$ cat config.mk
export PLATFORM = sky130hd
export DESIGN_NAME = window_watchdog_control
export DESIGN_NICKNAME = d
export VERILOG_FILES = /design/src/rtl/wwd_input_sync.v /design/src/rtl/window_watchdog_control.v
export VERILOG_INCLUDE_DIRS = /design/src /design/src/rtl
export SDC_FILE = /design/constraint.sdc
export NUM_CORES = 1
export LEC_CHECK = 0
export ABC_AREA = 1
export CAP_MARGIN = 15
export CELL_PAD_IN_SITES_DETAIL_PLACEMENT = 1
export CELL_PAD_IN_SITES_GLOBAL_PLACEMENT = 1
export CORE_MARGIN = 2
export CORE_UTILIZATION = 42
export CTS_CLUSTER_DIAMETER = 100
export CTS_CLUSTER_SIZE = 16
export DETAILED_ROUTE_END_ITERATION = 8
export DONT_BUFFER_PORTS = 1
export PLACE_DENSITY_LB_ADDON = 0.1
export SLEW_MARGIN = 20
export SYNTH_ARGS = -nofsm -noshare
export SYNTH_HDL_FRONTEND = slang
export SYNTH_SLANG_ARGS = --single-unit
$ cat constraint.sdc
create_clock -name CLK_SYS -period 2.42 [get_ports CLK_SYS]
set_input_delay 0.484 -clock CLK_SYS [delete_from_list [all_inputs] [get_ports CLK_SYS]]
set_output_delay 0.484 -clock CLK_SYS [all_outputs]
set_load 0.005 [all_outputs]
$ cat src/rtl/window_watchdog_regs.vh
`ifndef WINDOW_WATCHDOG_REGS_VH
`define WINDOW_WATCHDOG_REGS_VH

// ----------------------------------------
// Register offsets
// ----------------------------------------
`define WWD_OFS_WINDOW_CFG 8'h1c
`define WWD_OFS_OUTPUT_CFG 8'h1d
`define WWD_OFS_STATUS 8'h1e
`define WWD_OFS_SWRESET 8'h1f

// ----------------------------------------
// Reset values
// ----------------------------------------
`define WWD_RST_WINDOW_CFG 8'h00
`define WWD_RST_OUTPUT_CFG 8'h01
`define WWD_RST_STATUS 8'h00
`define WWD_RST_SWRESET 8'h00

// ----------------------------------------
// Field positions, window config
// ----------------------------------------
`define WWD_CLOSE_HI 7
`define WWD_CLOSE_LO 6
`define WWD_OPEN_HI 5
`define WWD_OPEN_LO 4
`define WWD_LONG_HI 3
`define WWD_LONG_LO 2
`define WWD_THR_HI 1
`define WWD_THR_LO 0

// ----------------------------------------
// Field positions, output config
// ----------------------------------------
`define WWD_LOCK_BIT 7
`define WWD_RSV2_HI 6
`define WWD_RSV2_LO 5
`define WWD_FLAGMODE_BIT 4
`define WWD_NVRELOAD_BIT 3
`define WWD_PULLDOWN_BIT 2
`define WWD_POL_BIT 1
`define WWD_DRIVE_BIT 0

// ----------------------------------------
// Field positions, status and software reset
// ----------------------------------------
`define WWD_RSV3_HI 7
`define WWD_RSV3_LO 5
`define WWD_FLAGCLR_BIT 4
`define WWD_FLAG_BIT 3
`define WWD_CNTCLR_BIT 2
`define WWD_SWRST_BIT 0

// ----------------------------------------
// Timing
// ----------------------------------------
`define WWD_CLK_HZ 10000000
`define WWD_MS_PER_S 1000
`define WWD_CLOSE_MS_0 10
`define WWD_CLOSE_MS_1 20
`define WWD_CLOSE_MS_2 50
`define WWD_CLOSE_MS_3 100
`define WWD_OPEN_MS_0 20
`define WWD_OPEN_MS_1 100
`define WWD_OPEN_MS_2 200
`define WWD_OPEN_MS_3 600
`define WWD_LONG_MS_0 200
`define WWD_LONG_MS_1 600
`define WWD_LONG_MS_2 2000
`define WWD_LONG_MS_3 5000
`define WWD_PULSE_CYCLES 16

`endif

$ cat src/rtl/wwd_input_sync.v
`timescale 1ns/1ns
module wwd_input_sync (
  // Clock and reset
  input wire CLK_SYS,
  input wire RST,
  input wire CE,
  // Pin and filtered level
  input wire PIN_IN,
  output reg LEVEL_OUT
);

  reg s1_ff;
  reg s2_ff;
  reg s3_ff;

  // ----------------------------------------
  // Three stage capture, accept when last two agree
  // ----------------------------------------
  always @(posedge CLK_SYS) begin
    if (RST) begin
      s1_ff <= 1'b0;
      s2_ff <= 1'b0;
      s3_ff <= 1'b0;
      LEVEL_OUT <= 1'b0;
    end else if (CE) begin
      s1_ff <= PIN_IN;
      s2_ff <= s1_ff;
      s3_ff <= s2_ff;
      if (s2_ff == s3_ff) begin
        LEVEL_OUT <= s3_ff;
      end
    end
  end

endmodule // wwd_input_sync

$ cat src/rtl/window_watchdog_control.v
// Summary of operation
// - Closed window 10/20/50/100 ms by code
// - Open window 20/100/200/600 ms by code
// - Long window 200/600/2000/5000 ms by code
// - Restart when pulse count hits threshold
// - Lock bit blocks writes to controls
// - Only reset or software reset clears the lock
// - Status stays writable while locked
// - Counter valid only for codes 00, 11
// - Flag mode 1 blocks further restarts
// - Option bit reloads nonvolatile on restart
// - Pull-down select drives trigger pull-down
// - Polarity bit chooses reset output level
// - Drive bit chooses push-pull or open-drain
// - Restart sets flag, cleared by clear bit
// - Flag clear bit pulses, then reads 0
// - Counter clear bit pulses counter clear
// - Counter value readable in status bits
// - Software reset restores defaults, reloads nonvolatile
// - Software reset bit self clears
// - Config defaults load from nonvolatile memory
`timescale 1ns/1ns
`include "window_watchdog_regs.vh"
module window_watchdog_control #(
  parameter CYCLES_PER_MS = `WWD_CLK_HZ / `WWD_MS_PER_S,
  parameter PULSE_CYCLES = `WWD_PULSE_CYCLES
) (
  // Clock, reset, enable
  input wire CLK_SYS,
  input wire RST,
  input wire CE,
  // Register port
  input wire [7:0] REG_ADDR,
  input wire REG_WR,
  input wire REG_RD,
  input wire [7:0] REG_WDATA,
  output reg [7:0] REG_RDATA,
  // Nonvolatile defaults
  input wire [7:0] NV_WINDOW_CFG,
  input wire [7:0] NV_OUTPUT_CFG,
  output reg NV_LOAD_REQ,
  // Watchdog pins
  input wire WATCHDOG_TRIGGER_INPUT,
  output reg TRIGGER_PULLDOWN_EN,
  output reg WATCHDOG_RESET_OUTPUT,
  output reg WATCHDOG_RESET_OE_N,
  // System restart
  output reg RESTART_REQ,
  output reg PULSE_COUNT_VALID
);

  localparam ST_LONG = 2'b00;
  localparam ST_CLOSE = 2'b01;
  localparam ST_OPEN = 2'b10;
  localparam ST_PULSE = 2'b11;

  reg [7:0] window_cfg_ff;
  reg [7:0] output_cfg_ff;
  reg [2:0] status_rsv_ff;
  reg [6:0] swrst_rsv_ff;
  reg flag_ff;
  reg flag_clr_ff;
  reg cnt_clr_ff;
  reg swrst_ff;
  reg load_ff;
  reg [2:0] pulse_cnt_ff;
  reg [1:0] state_ff;
  reg [1:0] nxt_state;
  reg [15:0] presc_ff;
  reg [12:0] ms_ff;
  reg [7:0] pulse_len_ff;
  reg trig_d_ff;
  reg fault;
  reg restart;
  reg nxt_wdr_active;
  wire trig_level;
  wire trig_rise;
  wire ms_tick;
  wire wr_window;
  wire wr_output;
  wire wr_status;
  wire wr_swrst;
  wire [2:0] thr;
  wire [12:0] close_ms;
  wire [12:0] open_ms;
  wire [12:0] long_ms;
  wire blocked;

  // ----------------------------------------
  // Decode helpers
  // ----------------------------------------
  function [12:0] window_ms;
    input [1:0] kind;
    input [1:0] code;
    begin
      case ({kind, code})
        4'h0: window_ms = 13'd`WWD_CLOSE_MS_0;
        4'h1: window_ms = 13'd`WWD_CLOSE_MS_1;
        4'h2: window_ms = 13'd`WWD_CLOSE_MS_2;
        4'h3: window_ms = 13'd`WWD_CLOSE_MS_3;
        4'h4: window_ms = 13'd`WWD_OPEN_MS_0;
        4'h5: window_ms = 13'd`WWD_OPEN_MS_1;
        4'h6: window_ms = 13'd`WWD_OPEN_MS_2;
        4'h7: window_ms = 13'd`WWD_OPEN_MS_3;
        4'h8: window_ms = 13'd`WWD_LONG_MS_0;
        4'h9: window_ms = 13'd`WWD_LONG_MS_1;
        4'ha: window_ms = 13'd`WWD_LONG_MS_2;
        default: window_ms = 13'd`WWD_LONG_MS_3;
      endcase
    end
  endfunction

  function wr_hit;
    input [7:0] addr;
    input [7:0] ofs;
    begin
      wr_hit = REG_WR && (addr == ofs);
    end
  endfunction

  // ----------------------------------------
  // Window lengths and threshold
  // ----------------------------------------
  // closed window lookup
  assign close_ms = window_ms(2'b00, window_cfg_ff[`WWD_CLOSE_HI:`WWD_CLOSE_LO]);
  assign open_ms = window_ms(2'b01, window_cfg_ff[`WWD_OPEN_HI:`WWD_OPEN_LO]);
  assign long_ms = window_ms(2'b10, window_cfg_ff[`WWD_LONG_HI:`WWD_LONG_LO]);
  assign thr = (window_cfg_ff[`WWD_THR_HI:`WWD_THR_LO] == 2'b11) ? 3'h4 :
               {1'b0, window_cfg_ff[`WWD_THR_HI:`WWD_THR_LO]};
  assign blocked = output_cfg_ff[`WWD_FLAGMODE_BIT] && flag_ff;

  // ----------------------------------------
  // Write decode
  // ----------------------------------------
  // lock gates control writes
  assign wr_window = wr_hit(REG_ADDR, `WWD_OFS_WINDOW_CFG) && !output_cfg_ff[`WWD_LOCK_BIT];
  assign wr_output = wr_hit(REG_ADDR, `WWD_OFS_OUTPUT_CFG) && !output_cfg_ff[`WWD_LOCK_BIT];
  assign wr_status = wr_hit(REG_ADDR, `WWD_OFS_STATUS);
  assign wr_swrst = wr_hit(REG_ADDR, `WWD_OFS_SWRESET);

  // ----------------------------------------
  // Trigger input
  // ----------------------------------------
  wwd_input_sync u_trig_sync (
    .CLK_SYS(CLK_SYS),
    .RST(RST),
    .CE(CE),
    .PIN_IN(WATCHDOG_TRIGGER_INPUT),
    .LEVEL_OUT(trig_level)
  );

  assign trig_rise = trig_level && !trig_d_ff;

  // ----------------------------------------
  // Millisecond time base
  // ----------------------------------------
  assign ms_tick = (presc_ff == CYCLES_PER_MS[15:0] - 16'h0001);

  always @(posedge CLK_SYS) begin
    if (RST) begin
      presc_ff <= 16'h0000;
      trig_d_ff <= 1'b0;
    end else if (CE) begin
      trig_d_ff <= trig_level;
      if (ms_tick || state_ff == ST_PULSE) begin
        presc_ff <= 16'h0000;
      end else begin
        presc_ff <= presc_ff + 16'h0001;
      end
    end
  end

  // ----------------------------------------
  // Window sequencer
  // ----------------------------------------
  always @* begin
    nxt_state = state_ff;
    fault = 1'b0;
    case (state_ff)
      ST_LONG: begin
        if (trig_rise) begin
          nxt_state = ST_CLOSE;
        end else if (ms_tick && ms_ff == long_ms - 13'h0001) begin
          fault = 1'b1;
        end
      end
      ST_CLOSE: begin
        if (trig_rise) begin
          fault = 1'b1;
        end else if (ms_tick && ms_ff == close_ms - 13'h0001) begin
          nxt_state = ST_OPEN;
        end
      end
      ST_OPEN: begin
        if (trig_rise) begin
          nxt_state = ST_CLOSE;
        end else if (ms_tick && ms_ff == open_ms - 13'h0001) begin
          fault = 1'b1;
        end
      end
      ST_PULSE: begin
        if (pulse_len_ff == PULSE_CYCLES[7:0] - 8'h01) begin
          nxt_state = ST_LONG;
        end
      end
      default: begin
        nxt_state = ST_LONG;
      end
    endcase
    if (fault) begin
      nxt_state = ST_PULSE;
    end
  end

  always @* begin
    restart = fault && (thr != 3'h0) && !blocked && (pulse_cnt_ff + 3'h1 >= thr);
  end

  always @(posedge CLK_SYS) begin
    if (RST) begin
      state_ff <= ST_LONG;
      ms_ff <= 13'h0000;
      pulse_len_ff <= 8'h00;
    end else if (CE) begin
      state_ff <= nxt_state;
      if (nxt_state != state_ff) begin
        ms_ff <= 13'h0000;
      end else if (ms_tick) begin
        ms_ff <= ms_ff + 13'h0001;
      end
      if (state_ff == ST_PULSE) begin
        pulse_len_ff <= pulse_len_ff + 8'h01;
      end else begin
        pulse_len_ff <= 8'h00;
      end
    end
  end

  // ----------------------------------------
  // Configuration registers
  // ----------------------------------------
  always @(posedge CLK_SYS) begin
    if (RST) begin
      window_cfg_ff <= `WWD_RST_WINDOW_CFG;
      output_cfg_ff <= `WWD_RST_OUTPUT_CFG;
      status_rsv_ff <= 3'h0;
      swrst_rsv_ff <= 7'h00;
      swrst_ff <= 1'b0;
      load_ff <= 1'b1;
    end else if (CE) begin
      if (swrst_ff) begin
        window_cfg_ff <= `WWD_RST_WINDOW_CFG;
        output_cfg_ff <= `WWD_RST_OUTPUT_CFG;
        status_rsv_ff <= 3'h0;
        swrst_rsv_ff <= 7'h00;
        load_ff <= 1'b1;
        swrst_ff <= 1'b0;
      end else if (load_ff) begin
        window_cfg_ff <= NV_WINDOW_CFG;
        output_cfg_ff <= {output_cfg_ff[`WWD_LOCK_BIT], NV_OUTPUT_CFG[6:0]};
        load_ff <= 1'b0;
      end else begin
        if (wr_window) begin
          window_cfg_ff <= REG_WDATA;
        end
        if (wr_output) begin
          output_cfg_ff <= {REG_WDATA[`WWD_LOCK_BIT] | output_cfg_ff[`WWD_LOCK_BIT], REG_WDATA[6:0]};
        end
        if (wr_status) begin
          status_rsv_ff <= REG_WDATA[`WWD_RSV3_HI:`WWD_RSV3_LO];
        end
        if (wr_swrst) begin
          swrst_rsv_ff <= REG_WDATA[7:1];
          swrst_ff <= REG_WDATA[`WWD_SWRST_BIT];
        end
        if (restart && output_cfg_ff[`WWD_NVRELOAD_BIT]) begin
          load_ff <= 1'b1;
        end
      end
    end
  end

  // ----------------------------------------
  // Restart flag and pulse counter
  // ----------------------------------------
  always @(posedge CLK_SYS) begin
    if (RST) begin
      flag_ff <= 1'b0;
      flag_clr_ff <= 1'b0;
      cnt_clr_ff <= 1'b0;
      pulse_cnt_ff <= 3'h0;
    end else if (CE) begin
      // clear pulse then bit returns 0
      flag_clr_ff <= wr_status && REG_WDATA[`WWD_FLAGCLR_BIT];
      cnt_clr_ff <= wr_status && REG_WDATA[`WWD_CNTCLR_BIT];
      if (restart) begin
        flag_ff <= 1'b1;
      end else if (flag_clr_ff || swrst_ff) begin
        flag_ff <= 1'b0;
      end
      if (restart) begin
        pulse_cnt_ff <= 3'h0;
      end else if (fault) begin
        pulse_cnt_ff <= (pulse_cnt_ff == 3'h3) ? 3'h3 : pulse_cnt_ff + 3'h1;
      end else if (cnt_clr_ff || swrst_ff) begin
        pulse_cnt_ff <= 3'h0;
      end
    end
  end

  // ----------------------------------------
  // Pins and status outputs
  // ----------------------------------------
  always @* begin
    nxt_wdr_active = (nxt_state == ST_PULSE) ^ output_cfg_ff[`WWD_POL_BIT];
  end

  always @(posedge CLK_SYS) begin
    if (RST) begin
      WATCHDOG_RESET_OUTPUT <= 1'b0;
      WATCHDOG_RESET_OE_N <= 1'b1;
      TRIGGER_PULLDOWN_EN <= 1'b0;
      RESTART_REQ <= 1'b0;
      NV_LOAD_REQ <= 1'b0;
      PULSE_COUNT_VALID <= 1'b1;
    end else if (CE) begin
      if (output_cfg_ff[`WWD_DRIVE_BIT]) begin
        WATCHDOG_RESET_OUTPUT <= 1'b0;
        WATCHDOG_RESET_OE_N <= nxt_wdr_active;
      end else begin
        WATCHDOG_RESET_OUTPUT <= nxt_wdr_active;
        WATCHDOG_RESET_OE_N <= 1'b0;
      end
      TRIGGER_PULLDOWN_EN <= output_cfg_ff[`WWD_PULLDOWN_BIT];
      RESTART_REQ <= restart;
      NV_LOAD_REQ <= load_ff && !swrst_ff;
      PULSE_COUNT_VALID <= (window_cfg_ff[`WWD_THR_HI:`WWD_THR_LO] == 2'b00) ||
                           (window_cfg_ff[`WWD_THR_HI:`WWD_THR_LO] == 2'b11);
    end
  end

  // ----------------------------------------
  // Read data
  // ----------------------------------------
  always @(posedge CLK_SYS) begin
    if (RST) begin
      REG_RDATA <= 8'h00;
    end else if (CE && REG_RD) begin
      case (REG_ADDR)
        `WWD_OFS_WINDOW_CFG: REG_RDATA <= window_cfg_ff;
        `WWD_OFS_OUTPUT_CFG: REG_RDATA <= output_cfg_ff;
        `WWD_OFS_STATUS: REG_RDATA <= {status_rsv_ff, flag_clr_ff, flag_ff, cnt_clr_ff, pulse_cnt_ff[1:0]};
        `WWD_OFS_SWRESET: REG_RDATA <= {swrst_rsv_ff, swrst_ff};
        default: REG_RDATA <= 8'h00;
      endcase
    end
  end

endmodule // window_watchdog_control

Yosys cells after proc, flatten, opt, wreduce, memory -nomap -nowiden
Index checks and enable logic that the tools add are counted.
Widths: inputs -> output; s select.

word-level totals
  flip-flop bits (word level) = 92
  logic and storage cells = 161
  latch bits = 0
  RAM bits = 0
  memory bits (read-only) = 0
  memories kept = 0

operators by class
  mux-type cells = 47
  reduce and logical (&&, ||, !) cells = 51
  bitwise gates (word level) = 2
  equal/unequal tests = 26
  multipliers = 0
  order comparisons = 1
  divide/modulo/power cells = 0
  add/sub/neg operators = 7
  shift-type cells = 0

operators with widths
  operator               number
  $pmux 13 s4            2
  $mux 8                 7
  $eq 13x13->1           3
  $pmux 13 s3            1
  $sub 13x1->13 const B  3
  $eq 8x5->1 const B     4
  $pmux 8 s4             1
  $mux 13                2
  $mux 3                 8
  $mux 7                 3
  $logic_and 1x1->1      19
  $eq 2x2->1 const B     9
  $add 16x1->16 const B  1
  $eq 16x14->1 const B   1
  $mux 16                1
  $mux 1                 15
  $add 13x1->13 const B  1
  $reduce_and 2->1       6
  $reduce_bool 3->1      4
  $logic_not 2->1        5
  $mux 2                 5
  $reduce_bool 2->1      5
  $reduce_and 3->1       3
  $add 8x1->8 const B    1
  15 further kinds       24

Depth between registers and ports, before layout
  word-level depth = 15
  mapped depth = 22
  gate-level depth less buffers = 22

Cells and area by module
A second synthesis with hierarchy kept.

second synthesis, totals
  cells, all modules = 779
  area total of the unflattened synthesis = 5387.7 um2

modules (own cells, without submodules)
  module                   seq. area each (um2)  area an instance (um2)  cells each  times used
  window_watchdog_control  1761.7                5240.0                  759         1
  wwd_input_sync           80.1                  147.6                   20          1

Least setup slack after synthesis
OpenSTA, ideal clock, no wires.

  kind = register -> register
  start point = register window_cfg_ff[4]
  end point = register ms_ff[11]
  period minus slack after synthesis = 2549 ps
  buffers on the path = 1
  arrival = 2434 ps
  setup slack = -129 ps
  cell stages (with the launch flop) = 22
  required time = 2305 ps
  path through = dfxtp_1 inv_1 ha_1 o21bai_1 ha_1 nand2_1 inv_1 nor2_1 nand2_1 nor2_1 nand3_1 nand2_1 nand2_1 nand2_2 nand2_4 nand2_2 nand2_2 nand2_4 nand3_4 buf_6 a21oi_1 nor2_1

on the way
  cells in the longest elaborated chain, start to end = 12
  elaborated cells on any way between the ends = 16
  classes of those cells = 1 x add/sub; 5 x eq/ne; 6 x mux; 4 x reduce/logical

ends and longest elaborated chain
  what                                      RTL line                       text
  start: declaration                        window_watchdog_control.v:57   reg [7:0] window_cfg_ff;
  start signal: assignment                  window_watchdog_control.v:244  window_cfg_ff <= `WWD_RST_WINDOW_CFG;
  start signal: assignment                  window_watchdog_control.v:252  window_cfg_ff <= `WWD_RST_WINDOW_CFG;
  $eq 2x2->1, or another cell as far along  window_watchdog_control.v:96   case ({kind, code})
  $pmux 13 s4 *                             window_watchdog_control.v:96
  $sub 13x1->13 *                           window_watchdog_control.v:197  end else if (ms_tick && ms_ff == open_ms - 13'h0001) begin
  $eq 13x13->1 *                            window_watchdog_control.v:197
  $logic_and 1x1->1 *                       window_watchdog_control.v:197
  $mux 1 *                                  window_watchdog_control.v:197
  $mux 1 *                                  window_watchdog_control.v:195  if (trig_rise) begin
  $pmux 1 s3 *                              window_watchdog_control.v:179  case (state_ff)
  $mux 2 *                                  window_watchdog_control.v:210  if (fault) begin
  $ne 2x2->1 *                              window_watchdog_control.v:226  if (nxt_state != state_ff) begin
  $reduce_bool 2->1 (no source line)        n/a
  $reduce_and 2->1 (no source line)         n/a
  end signal: assignment                    window_watchdog_control.v:229  ms_ff <= ms_ff + 13'h0001;
  end: declaration                          window_watchdog_control.v:70   reg [12:0] ms_ff;

Every way passes the cells marked *; elsewhere a longest branch is shown, timed or not. The select of a mux whose other input is x is not followed.
A chain may end at the register's enable or synchronous reset.

Worst setup path in the final report
  start point = register window_cfg_ff[4]
  end point = register ms_ff[7]

Same word-level chain as after synthesis.

==> results.cfg <==
[run_status]
outcome = complete, but fails checks
violations = negative setup slack

[drt]
drt_iter0_drc = 262
drc = 0
wirelength_um = 17200
firstDrtPassIters = 5
ant_nets = 0
vias_per_cell = 5.42
vias = 5364
avgRoutedWirePerCell_um = 17.4

[power]
totalPowerFinal_mw = 3.84
p_leak_nw = 2.70
peakVddDrop_mv = 0.492
power_density_mw_per_mm2 = 598

[placed_design]
gp_congestion = 0.862
io_buffers = 0
placed_cells = 963
dp_slack_ns = -0.368
place_area_mm2 = 0.00577
hpwlAfterDp_um = 12600

[final_layout]
instances_no_fill = 990
drive_gt1_share_pct = 17.6
layout_commonest_cell = nand2_1
synthToLayoutAreaGrowth_pct = 19.9
final_area_mm2 = 0.00642
final_cell_mix = nand2_1 (133), nor2_1 (103), dfxtp_1 (88)
post-route-util_pct = 51.3
antenna_cells = 0
fin_nets = 888

[sta]
fmax_mhz = 377
slew_violations = 0
worst_pin_slew_ns = 0.488
skew_ns = 0.0107
setup_tns_ns = -3.40
rsz0062_at_grt = true
fin_crit_sh_pct = 109
finalWorstPathRequiredPeriod_ns = 2.65
holdWs_ns = 0.188
layout_setup_ws_ns = -0.229
relSlewSlack_pct = 67.4
setup-violations-final = 20
finalHoldViolations = 0

[global_routing]
grtUsageTotal_pct = 25.4
grt_pass1_vias = 5403
antenna_found_initial = 0
grt_max_degree = 44
grt_pass1_wl_um = 27000
grt_overflow = 0

[clock_tree]
path_clk_slew_ns = 0.07
hold_buffers = 0
numCtsBuffers = 9
tritoncts = built
clockRootBuffer = clkbuf_16
cts_sinks = 92
insertion_delay_ns = 0.36
htree_levels = 3
clk_path_buf_depth = 2

[floorplan]
die-area_mm2 = 0.0137
dieHeight_um = 117
core_mm2 = 0.0125
die_w_um = 117
start_util_pct = 42.8
num_rows = 41
pin_count = 52

[yosys]
ys_types = 42
synthArstFlopShare_pct = 0
avgSynthCellArea_um2 = 6.90
ys.flop_type = dfxtp_1
yosysWarnings = 0
yosys_register_bits = 92
synth-edff-count = 0
syn_inst = 777
ys_seq_area_share_pct = 34.4
synthesis.nets = 852
syn_area_mm2 = 0.00536

[critical_path]
end_kind = register
arrival_ns = 2.90
path_max_fanout = 5
critPathKind = register to register
required_ns = 2.67
startpoint_type = register

[hold_path]
hold_path_class = input port to register

[flow_run]
maxCapViolations = 0
-- power breakdown --
part,leakage [nW],internal [mW],switching (mW)
sequential,0.753,1.58,0.0897
clock,0.145,0.768,0.672
combinational,1.80,0.295,0.434
-- worst paths after layout --
| kind | startpoint | end | slack [ns] | cells after the start |
|---|---|---|---|---|
| setup / recovery | window_cfg_ff[4] | ms_ff[7] | -0.23 | 21 |
| hold / removal | RST | RESTART_REQ | 0.19 | 1 |
| setup reg to reg | window_cfg_ff[4] | ms_ff[7] | -0.23 | 21 |
| hold reg to reg | swrst_rsv_ff[2] | swrst_rsv_ff[2] | 0.46 | 2 |
-- critical path, cell delays in order (launching register included) --
cell and delay, ns:
dfxtp_4 0.38, inv_4 0.05, ha_2 0.20, o21bai_4 0.16, ha_4 0.23, nand2_2 0.07
inv_2 0.04, nor2_2 0.08, nand2_1 0.05, nor2_1 0.10, nand3_1 0.07, nand2_1 0.10
nand2_1 0.07, nand2_2 0.11, nand2_4 0.08, nand2_4 0.08, nand2_4 0.05, nand2_4 0.10
nand3_4 0.16, buf_6 0.18, a21oi_2 0.12, nor2_1 0.05
-- per-layer routing --
| layer | track usage (%) | part of all wire [%] |
|---|---|---|
| met1 | 33.8 | 46 |
| met2 | 42.8 | 48 |
| met3 | 4.74 | 4.5 |
| met4 | 6.43 | 1.4 |
| met5 | 0 | 0 |
-- registers in the layout, summed over array words and instances (netlist names), 2 cells and up --
register / count
pulse_len_ff: 8
swrst_rsv_ff: 7
REG_RDATA: 8
output_cfg_ff: 8
window_cfg_ff: 8
ms_ff: 13
presc_ff: 16
status_rsv_ff: 3
pulse_cnt_ff: 3
state_ff: 2
-- final cells by class --
type | count | area (µm²)
fill | 1621 | 6090
multi-input combinational | 563 | 3290
sequential | 92 | 1850
timing repair buffer | 47 | 388
inverter | 100 | 380
clock buffer | 11 | 253
tap | 172 | 215
clock inverter | 5 | 42.5
-- cell usage after synthesis (all sizes together) (5+ instances only) --
cell	number	share of area [%]
nand2	154	11
nor2	109	7.7
inv	97	6.8
dfxtp	92	34
a21oi	77	7.3
o21ai	55	5.1
nand3	38	3.9
ha	37	8.6
clkbuf	16	1.1
nor3	16	1.5
xor2	14	2.3
a211oi	10	1.4
o22ai	10	1.2
buf	7	1.0
nor4	6	0.93
a221oi	5	0.82
xnor2	5	0.82
-- what timing repair did --
action / CTS / global route
hold endpoints to repair: 0 / 0
gates resized for setup: 25 / 41
buffers inserted: 7 / 3
cloned: 1 / 0
endpoints found under the setup margin: 19 / 22
pin swaps: 15 / 32
-- cell families (layout without fill, tap and decap cells) --
kind of cell / Yosys count / after routing / share of synthesized area (%)
buffers and inverters: 123 / 163 / 9.13
AOI/OAI and AO/OA: 171 / 171 / 17.7
and+or+nand+nor: 335 / 336 / 27.0
xor gates and xnor gates: 19 / 19 / 3.11
DFF: 92 / 92 / 34.4
adders and majority gates: 37 / 37 / 8.64
Note: power is estimated with default switching activity, not from simulation.
